[src/analog_ctrl_pkg.sv]
`default_nettype none

package analog_ctrl_pkg;

	// ----------------------------------------------------------------
	// Register addresses and reset values
	// ----------------------------------------------------------------
	localparam logic [7:0] COMPARATOR_ONE_CONTROL_ADDR = 8'h9f; // Comparator control register address.
	localparam logic [7:0] REFERENCE_CONTROL_ADDR = 8'hd1; // Reference control register address.
	localparam logic [7:0] COMPARATOR_ONE_CONTROL_RESET = 8'h00; // Comparator control reset value.
	localparam logic [7:0] REFERENCE_CONTROL_RESET = 8'h00; // Reference control reset value.

	// ----------------------------------------------------------------
	// Comparator control field positions
	// ----------------------------------------------------------------
	localparam int CMP_ENABLE_BIT = 7; // Comparator enable.
	localparam int CMP_OUTPUT_STATE_BIT = 6; // Live output state, read only.
	localparam int CMP_RISE_FLAG_BIT = 5; // Sticky rising-edge flag.
	localparam int CMP_FALL_FLAG_BIT = 4; // Sticky falling-edge flag.
	localparam int CMP_POS_HYST_LSB = 2; // Positive hysteresis field, bits 3-2.
	localparam int CMP_NEG_HYST_LSB = 0; // Negative hysteresis field, bits 1-0.

	// ----------------------------------------------------------------
	// Reference control field positions
	// ----------------------------------------------------------------
	localparam int TEMP_SENSOR_ENABLE_BIT = 2; // Temperature sensor enable.
	localparam int ANALOG_BIAS_ENABLE_BIT = 1; // Converter bias enable.
	localparam int REF_BUFFER_ENABLE_BIT = 0; // Bandgap and buffer enable.
	localparam logic [7:0] REFERENCE_WRITE_MASK = 8'h07; // Bits 7-3 are unused.

	// ----------------------------------------------------------------
	// Hysteresis codes and timing
	// ----------------------------------------------------------------
	typedef enum logic [1:0] {
		HYST_OFF = 2'b00,
		HYST_SMALL = 2'b01,
		HYST_MEDIUM = 2'b10,
		HYST_LARGE = 2'b11
	} hyst_level_e;

	localparam int CLK_MHZ = 250; // System clock rate in MHz.
	localparam int CMP_POWERUP_US = 20; // Comparator settling time in microseconds.
	localparam int CMP_POWERUP_CYCLES = CMP_POWERUP_US * CLK_MHZ; // 5000 cycles.

endpackage

`default_nettype wire

[src/cmp_edge_if.sv]
`timescale 1ns/1ps
`default_nettype none

// --------------------------------------------------------------------
// Carries the sampled comparator state from the edge detector.
// --------------------------------------------------------------------
interface cmp_edge_if;
	logic enable; // Comparator enable from the register.
	logic level; // Synchronised, enable-gated comparator output.
	logic rise_pulse; // One-cycle pulse on a rising transition.
	logic fall_pulse; // One-cycle pulse on a falling transition.
	logic settled; // High once the power-up interval has elapsed.

	modport detector (input enable, output level, output rise_pulse, output fall_pulse, output settled);
	modport consumer (output enable, input level, input rise_pulse, input fall_pulse, input settled);
endinterface

`default_nettype wire

[src/cmp_edge_detect.sv]
`timescale 1ns/1ps
`default_nettype none

// --------------------------------------------------------------------
// Synchroniser, edge detector and power-up timer for the comparator.
// --------------------------------------------------------------------
module cmp_edge_detect #(
	parameter int POWERUP_CYCLES = analog_ctrl_pkg::CMP_POWERUP_CYCLES
) (
	input wire logic mclk,
	input wire logic rst_n,
	input wire logic cmp_raw,
	cmp_edge_if.detector edge_bus
);

	// Counter width follows the settling count, so a faster clock with a longer count cannot wrap early.
	localparam int CNT_W = $clog2(POWERUP_CYCLES + 1);

	logic sync1_reg; // First synchroniser stage, read only by the second.
	logic sync2_reg; // Second synchroniser stage.
	logic level_reg; // Gated level, used for edge comparison.
	logic rise_reg; // Registered rising pulse.
	logic fall_reg; // Registered falling pulse.
	logic [CNT_W-1:0] pwr_cnt_reg; // Counts the power-up interval.

	// Two flops bring the analog output into the clock domain.
	always_ff @(posedge mclk or negedge rst_n) begin
		if (!rst_n) begin
			sync1_reg <= 1'b0;
			sync2_reg <= 1'b0;
		end else begin
			sync1_reg <= cmp_raw;
			sync2_reg <= sync1_reg;
		end
	end

	// A disabled comparator reads low and makes no edges, so no event
	// is raised while it is shut down.
	always_ff @(posedge mclk or negedge rst_n) begin
		if (!rst_n) begin
			level_reg <= 1'b0;
			rise_reg <= 1'b0;
			fall_reg <= 1'b0;
		end else begin
			level_reg <= edge_bus.enable & sync2_reg;
			rise_reg <= edge_bus.enable & sync2_reg & ~level_reg;
			fall_reg <= edge_bus.enable & ~sync2_reg & level_reg;
		end
	end

	// Power-up counter restarts whenever the comparator is disabled.
	always_ff @(posedge mclk or negedge rst_n) begin
		if (!rst_n) begin
			pwr_cnt_reg <= '0;
		end else if (!edge_bus.enable) begin
			pwr_cnt_reg <= '0;
		end else if (pwr_cnt_reg != CNT_W'(POWERUP_CYCLES)) begin
			pwr_cnt_reg <= pwr_cnt_reg + CNT_W'(1);
		end
	end

	assign edge_bus.level = level_reg;
	assign edge_bus.rise_pulse = rise_reg;
	assign edge_bus.fall_pulse = fall_reg;
	assign edge_bus.settled = (pwr_cnt_reg == CNT_W'(POWERUP_CYCLES));
endmodule // cmp_edge_detect

`default_nettype wire

[src/analog_control_registers.sv]
`timescale 1ns/1ps
`default_nettype none

// Operation
// - Comparator register at 0x9F, resets zero.
// - Bits 3-2 select positive hysteresis level.
// - Bits 1-0 select negative hysteresis level.
// - Reference register at 0xD1, upper bits zero.
// - Bias bit powers converter bias circuitry.
// - Buffer bit powers bandgap and buffer.
// - Buffer off leaves reference output floating.
// - Bit 2 switches temperature sensor.
// - Disabled sensor output floats, samples invalid.
// - Sensor routes to highest converter input.
// - Transitions set rising or falling flags.
// - Edge flags stick until CPU clears.
// - Disabled comparator drives low, no events.
// - Behaves like first comparator, no reset.
module analog_control_registers #(
	parameter int POWERUP_CYCLES = analog_ctrl_pkg::CMP_POWERUP_CYCLES,
	parameter int ADC_MUX_INPUTS = 9
) (
	input wire logic mclk,
	input wire logic rst_n,
	input wire logic [7:0] sfr_addr,
	input wire logic [7:0] sfr_wdata,
	input wire logic sfr_wr,
	input wire logic sfr_rd,
	output logic [7:0] sfr_rdata,
	output logic sfr_hit,
	input wire logic cmp_raw,
	output logic cmp_pin_level,
	output logic cmp_rise_event,
	output logic cmp_fall_event,
	output logic cmp_settled,
	output logic cmp_power_on,
	output logic [1:0] cmp_pos_hyst_sel,
	output logic [1:0] cmp_neg_hyst_sel,
	output logic analog_bias_enable,
	output logic converters_allowed,
	output logic bandgap_enable,
	output logic ref_buffer_enable,
	output logic ref_out_oe_n,
	output logic temp_sensor_enable,
	output logic temp_out_oe_n,
	output logic temp_sample_valid,
	output logic [$clog2(ADC_MUX_INPUTS)-1:0] temp_mux_index
);

	// ----------------------------------------------------------------
	// Storage
	// ----------------------------------------------------------------
	logic cmp_enable_reg; // Comparator enable.
	logic cmp_rise_flag_reg; // Sticky rising flag.
	logic cmp_fall_flag_reg; // Sticky falling flag.
	logic [1:0] pos_hyst_reg; // Positive hysteresis code.
	logic [1:0] neg_hyst_reg; // Negative hysteresis code.
	logic [2:0] ref_ctrl_reg; // Temp sensor, bias, buffer enables.
	logic wr_cmp; // Write strobe to comparator register.
	logic wr_ref; // Write strobe to reference register.

	cmp_edge_if edge_bus();

	// ----------------------------------------------------------------
	// Edge detection and settling timer
	// ----------------------------------------------------------------
	cmp_edge_detect #(
		.POWERUP_CYCLES(POWERUP_CYCLES)
	) u_edge (
		.mclk(mclk),
		.rst_n(rst_n),
		.cmp_raw(cmp_raw),
		.edge_bus(edge_bus)
	);

	assign edge_bus.enable = cmp_enable_reg;

	// ----------------------------------------------------------------
	// Address decode
	// ----------------------------------------------------------------
	assign wr_cmp = sfr_wr && (sfr_addr == analog_ctrl_pkg::COMPARATOR_ONE_CONTROL_ADDR);
	assign wr_ref = sfr_wr && (sfr_addr == analog_ctrl_pkg::REFERENCE_CONTROL_ADDR);

	// Enable and hysteresis fields; bit 6 of the write is dropped because
	// the output state is a live reading, not storage.
	always_ff @(posedge mclk or negedge rst_n) begin
		if (!rst_n) begin
			cmp_enable_reg <= 1'b0;
			pos_hyst_reg <= 2'b00;
			neg_hyst_reg <= 2'b00;
		end else if (wr_cmp) begin
			cmp_enable_reg <= sfr_wdata[analog_ctrl_pkg::CMP_ENABLE_BIT];
			pos_hyst_reg <= sfr_wdata[analog_ctrl_pkg::CMP_POS_HYST_LSB +: 2];
			neg_hyst_reg <= sfr_wdata[analog_ctrl_pkg::CMP_NEG_HYST_LSB +: 2];
		end
	end

	// Sticky flags: a hardware edge in the same cycle as a software clear
	// wins, so no transition is lost. Software may also set a flag.
	always_ff @(posedge mclk or negedge rst_n) begin
		if (!rst_n) begin
			cmp_rise_flag_reg <= 1'b0;
			cmp_fall_flag_reg <= 1'b0;
		end else begin
			if (edge_bus.rise_pulse) begin
				cmp_rise_flag_reg <= 1'b1;
			end else if (wr_cmp) begin
				cmp_rise_flag_reg <= sfr_wdata[analog_ctrl_pkg::CMP_RISE_FLAG_BIT];
			end
			if (edge_bus.fall_pulse) begin
				cmp_fall_flag_reg <= 1'b1;
			end else if (wr_cmp) begin
				cmp_fall_flag_reg <= sfr_wdata[analog_ctrl_pkg::CMP_FALL_FLAG_BIT];
			end
		end
	end

	// Reference control keeps only its three live bits.
	always_ff @(posedge mclk or negedge rst_n) begin
		if (!rst_n) begin
			ref_ctrl_reg <= 3'h0;
		end else if (wr_ref) begin
			ref_ctrl_reg <= sfr_wdata[2:0] & analog_ctrl_pkg::REFERENCE_WRITE_MASK[2:0];
		end
	end

	// ----------------------------------------------------------------
	// Read data, registered one cycle after the read strobe
	// ----------------------------------------------------------------
	// Bit 6 is taken from the live gated level, never from storage, so a
	// read always shows the comparator as it stands now.
	always_ff @(posedge mclk or negedge rst_n) begin
		if (!rst_n) begin
			sfr_rdata <= 8'h00;
			sfr_hit <= 1'b0;
		end else if (sfr_rd && sfr_addr == analog_ctrl_pkg::COMPARATOR_ONE_CONTROL_ADDR) begin
			sfr_rdata <= {cmp_enable_reg, edge_bus.level, cmp_rise_flag_reg, cmp_fall_flag_reg,
				pos_hyst_reg, neg_hyst_reg};
			sfr_hit <= 1'b1;
		end else if (sfr_rd && sfr_addr == analog_ctrl_pkg::REFERENCE_CONTROL_ADDR) begin
			sfr_rdata <= {5'h00, ref_ctrl_reg};
			sfr_hit <= 1'b1;
		end else begin
			sfr_rdata <= 8'h00;
			sfr_hit <= 1'b0;
		end
	end

	// ----------------------------------------------------------------
	// Analog controls
	// ----------------------------------------------------------------
	// The level driven toward a pin is forced low while disabled, inside
	// the detector. This comparator has no reset-source output.
	assign cmp_pin_level = edge_bus.level;
	assign cmp_rise_event = edge_bus.rise_pulse;
	assign cmp_fall_event = edge_bus.fall_pulse;
	assign cmp_settled = edge_bus.settled;
	assign cmp_power_on = cmp_enable_reg;
	assign cmp_pos_hyst_sel = pos_hyst_reg;
	assign cmp_neg_hyst_sel = neg_hyst_reg;

	assign analog_bias_enable = ref_ctrl_reg[analog_ctrl_pkg::ANALOG_BIAS_ENABLE_BIT];
	assign converters_allowed = ref_ctrl_reg[analog_ctrl_pkg::ANALOG_BIAS_ENABLE_BIT];
	assign bandgap_enable = ref_ctrl_reg[analog_ctrl_pkg::REF_BUFFER_ENABLE_BIT];
	assign ref_buffer_enable = ref_ctrl_reg[analog_ctrl_pkg::REF_BUFFER_ENABLE_BIT];
	// Active-low enable: high means the buffer floats for an external source.
	assign ref_out_oe_n = ~ref_ctrl_reg[analog_ctrl_pkg::REF_BUFFER_ENABLE_BIT];
	assign temp_sensor_enable = ref_ctrl_reg[analog_ctrl_pkg::TEMP_SENSOR_ENABLE_BIT];
	assign temp_out_oe_n = ~ref_ctrl_reg[analog_ctrl_pkg::TEMP_SENSOR_ENABLE_BIT];
	assign temp_sample_valid = ref_ctrl_reg[analog_ctrl_pkg::TEMP_SENSOR_ENABLE_BIT];
	// The sensor always takes the last converter input; the mux size is a
	// parameter because other parts of the family carry fewer inputs.
	assign temp_mux_index = ($clog2(ADC_MUX_INPUTS))'(ADC_MUX_INPUTS - 1);
endmodule // analog_control_registers

`default_nettype wire

[config.mk]
export PLATFORM = sky130hd
export DESIGN_NAME = analog_control_registers
export DESIGN_NICKNAME = d
export VERILOG_FILES = /design/src/analog_ctrl_pkg.sv /design/src/cmp_edge_if.sv /design/src/cmp_edge_detect.sv /design/src/analog_control_registers.sv
export SDC_FILE = /design/constraint.sdc
export NUM_CORES = 1
export LEC_CHECK = 0
export BUFFER_PORTS_ARGS = -buffer_cell sky130_fd_sc_hd__buf_4
export CORE_AREA = 2 2 56 71
export CTS_BUF_LIST = sky130_fd_sc_hd__clkbuf_4 sky130_fd_sc_hd__clkbuf_8
export DETAILED_ROUTE_END_ITERATION = 12
export DIE_AREA = 0 0 58 73
export PLACE_DENSITY = 0.74
export SYNTH_ARGS = -nofsm -noshare
export SYNTH_HDL_FRONTEND = slang
export SYNTH_SLANG_ARGS = --single-unit
[constraint.sdc]
create_clock -name mclk -period 2.2 [get_ports mclk]
set_input_delay 0.44 -clock mclk [delete_from_list [all_inputs] [get_ports mclk]]
set_output_delay 0.44 -clock mclk [all_outputs]
set_load 0.02 [all_outputs]
* Word-level counts from Yosys, hierarchy flattened *
Cells that the tools add are included.

cells by class
  add/subtract/negate cells = 1
  equality and inequality tests = 5
  muxes and demuxes = 10
  bitwise logic cells = 8
  reductions and logical operators = 6

operator list
  operator                                               count
  2-to-1 mux 13 bit                                      2
  equality test 8 bit, second input constant             2
  adder 13 x 1 -> 13 bit, second input constant          1
  equality test 13 bit, second input constant            1
  inequality test 13 bit, second input constant          1
  2-to-1 mux 8 bit                                       1
  2-to-1 mux 1 bit                                       6
  bitwise AND 1 bit                                      4
  logical AND 1 bit                                      4
  inverter 1 bit                                         4
  nonzero test 2 bit                                     2
  2-to-1 mux 3 bit                                       1
  inequality test 2 x 1 -> 1 bit, second input constant  1

word-level totals
  flip-flop bits (word level) = 37
  bits of input ports = 21
  output and inout bits = 30
  logic and storage cells = 44

* Logic depth before layout (Yosys ltp) *
  depth after elaboration = 4
  depth in mapped cells = 5
  mapped depth without buffers = 5

* Cells and area by module *
From an unflattened synthesis, not the netlist that was laid out.

second synthesis, totals
  cells, all modules = 145
  area total of the unflattened synthesis = 1715.4 sq um

by module, submodules not included
  module                    times used  cells an instance  area an instance (sq um)  sequential area each (sq um)
  cmp_edge_detect           1           80                 867.1                     450.4
  analog_control_registers  1           65                 848.3                     475.5

* Least setup slack after synthesis *
Ideal clock, no wire load.

  path kind = register to output
  start = reg u_edge.pwr_cnt_reg[6]
  end = out cmp_settled
  arrival = 1.433 ns
  data required time = 1.760 ns
  setup slack = 0.327 ns
  cell stages (with the launch flop) = 3
  path buffers = 0
  path through = dfrtp_1 > or4b_4 > nor4_4

between the ends
  word-level cells in the longest chain between the ends = 1

RTL lines
  element                   line                            RTL
  start: declaration        cmp_edge_detect.sv:24           logic [CNT_W-1:0] pwr_cnt_reg;
  start signal: assignment  cmp_edge_detect.sv:58           pwr_cnt_reg <= pwr_cnt_reg + CNT_W'(1);
  equality test 13 bit      cmp_edge_detect.sv:65           assign edge_bus.settled = (pwr_cnt_reg == CNT_W'(POWERUP_CYCLES));
  end: declaration          analog_control_registers.sv:35  output logic cmp_settled,

No other way between the ends.

* Worst setup path in the final report *
  start = reg u_edge.pwr_cnt_reg[0]
  end = out cmp_settled

The elaborated chain is that of the path after synthesis.

==> results.md <==
* Unrepaired setup endpoints after global routing: false
* Post-DP Area at around 2000 um^2
* Wire per inst at 14.8 um
* DR pass1 iterations at 4
* Final instance area at between 2000 and 2500 um^2
* Iteration-0 DRC Markers at 52
* First-pass GRT wire length at 5.70 mm
* Die area at 4230 um^2
* DRC at 0
* Syn-to-layout area delta at 29.7%
* FMAX at 482 MHz
* Cells after synthesis at ~150
* GRT Total Usage at roughly 18%
* Max Cap Viol at 0
* Multi-input logic area at 652 um^2
* Seq. cell area at 926 um^2
* Buffers on Ports at 45
* Max FFs per register at 13
* Final hold violations at 0
* Leakage at between 1 and 1.5 nW
* Clk buf depth at 2
* Met2 Use GR at 30.9%
* List of most frequent post-synthesis cells: dfrtp_1, nor2_1, nand2_1, mux2_2
* Vias per std cell at 5.41
* Max H-tree Level at 2
* Status: finished clean
* Prevailing post-synth register cell: dfrtp_1
* Post-route ant nets at 0
* Number of fillers in the final layout at about 300
* Worst EP arrival at between 1.5 and 2 ns
* Final core occ at 59.3%
* Met1 Use GR at 20.6%
* Tmin final at around 2.1 ns
* Total Power at 1.42 mW
* CTS Root Cell: clkbuf_8
* Crit path capture type: output pin
* Starting Density at a little under half
* Post-DP HPWL at 2.62 mm
* Ant diodes at 0
* Area contributors post-synth: dfrtp_1, mux2_2, buf_4, mux2i_1, nor2_1
* Total CTS buffers at 5
* Nets at 219
* Number of gates resized after CTS at 0
* Worst-skew pair later-pin latency at 0.28 ns
* Core area at roughly 3600 um^2
* Setup CP Type: reg2out
* Post-synthesis cell type count at 34
* Clock transition at path regs at 0.07 ns
* Cell row count at 25
* Synthesis warning total at 0
* Congestion Overflow GR at 0
* Top cell type's share of synthesized area at a little under three fifths
* Crit-path max FO at 5
* Die Width at 58 um
* Vias in the first global route at about 1200
* GPL Wtd Cong at 0.783
* Max VDD drop at slightly below 0.0006 V
* Io pins at 51
* Critical Path RT at 1.76 ns
* Routed via count at ~1300
* Initial antenna violation count at 0
* #FFs+latches synth at 37
* CTS Hold Bufs at 0
* Final Max Tran Viols at 0
* Power per cell area at 660 nW/um^2
* Reg2reg setup slack at 0.51 ns
* Fin crit share at between 90% and 100%
* Worst Skew at 0.00474 ns
* Gr busiest metal: met2
* Startpoint Class: flip-flop
* Setup_tns at 0 ns
* Met3 GRT Util at ~4.8%
* Largest net degree at the start of global routing at 38
* Sink Count at 37
* CTS tree: yes
* DRT Wirelength at roughly 3.5 mm
* Syn avg cell area at 11.4 um^2
* Die Span Y at 73 um
* Min-Delay Path Class: in2async
* Count leader, synth: dfrtp_1
* Synthesized area at between 1500 and 2000 um^2
* Setup violators final at 0
* Synth area leader: dfrtp_1
* Register area share after synthesis at 55.8%
* Number of flops mapped to enable cells by yosys at 0
* Async SR Flop Fraction at 100%
* Ratio of cells with drive above 1 in the final layout at 36.0%
[stage by stage]
step	setup slack, ns	hold slack [ns]	std cells
detailed placement	0.309	0.344	226
global route	0.0296	0.146	237
global placement	0.350	0.334	226
CTS	0.0112	0.124	235
finish	0.126	0.106	237
floorplan	0.327	0.144	148
[placed cells by master (no fill, tap or decap), types with 2 or more instances in the layout]
cell type  Yosys  layout
a21oi_1        7       7
a22oi_1        3       3
and2_1         6       6
and4b_1        2       2
buf_4          7      50
clkbuf_8       0       6
conb_1         2       4
dfrtp_1       37      37
ha_1           2       2
inv_1          7       7
mux2_2         8       8
mux2i_1        5       5
nand2_1       10      10
nand2b_1       2       2
nand3_1        6       6
nand4_1        2       2
nor2_1        12      12
o21ai_0        4       4
o31ai_1        3       3
or3_1          3       3
or4_1          3       3
[power breakdown]
group          total [mW]  internal (mW)  switching (mW)
clock               0.609          0.382           0.227
combinational       0.106         0.0487          0.0570
sequential          0.705          0.693          0.0128
total                1.42           1.12           0.297
[logic make-up (layout without fill, tap and decap cells)]
group,count (synthesis),in the layout,synth area share [%]
fa+ha+maj,2,2,1.51
other cells,2,4,0.452
mux,13,13,8.44
compound gates,18,18,6.41
buf+inv,17,66,5.43
flops,37,37,55.8
simple gates,55,55,21.0
xor+xnor,2,2,1.06
[worst max-delay path: stages (launching register included)]
cell       delay (ns)
dfrtp_1          0.43
inv_1            0.09
ha_1             0.21
nand4bb_4        0.13
nor4_4           0.31
buf_4            0.19
[worst paths after layout]
kind,cells after the start,from,endpoint
worst max-delay path,5,u_edge.pwr_cnt_reg[0],cmp_settled
worst min-delay path,1,rst_n,sfr_rdata[7]
worst max register to register,4,u_edge.pwr_cnt_reg[1],u_edge.pwr_cnt_reg[6]
worst min register to register,0,u_edge.sync1_reg,u_edge.sync2_reg
max in group asynchronous,1,rst_n,u_edge.edge_bus.fall_pulse
min in group mclk,1,cmp_raw,u_edge.sync1_reg
[layout make-up]
class                           count  share of cell area (%)
Inverter                            8                    1.39
Multi-Input combinational cell     94                    30.3
Sequential cell                    37                    43.0
Clock inverter                      1                    1.39
Tap cell                           40                    2.32
Clock buffer                        7                    4.18
Timing Repair Buffer               50                    17.4
[metal layers]
| layer | part of all wire, % | routed length, um |
|---|---|---|
| met1 | 38 | 1330 |
| met2 | 56 | 1960 |
| met5 | 0 | 0 |
| met4 | 0.60 | 21 |
| met3 | 5.5 | 194 |
[what timing repair did]
action	in CTS	in global routing
setup endpoints to repair	1	1
pin swaps	0	1
setup buffers	1	2
gates cloned	0	0
Power figures use the tool's default switching activity.
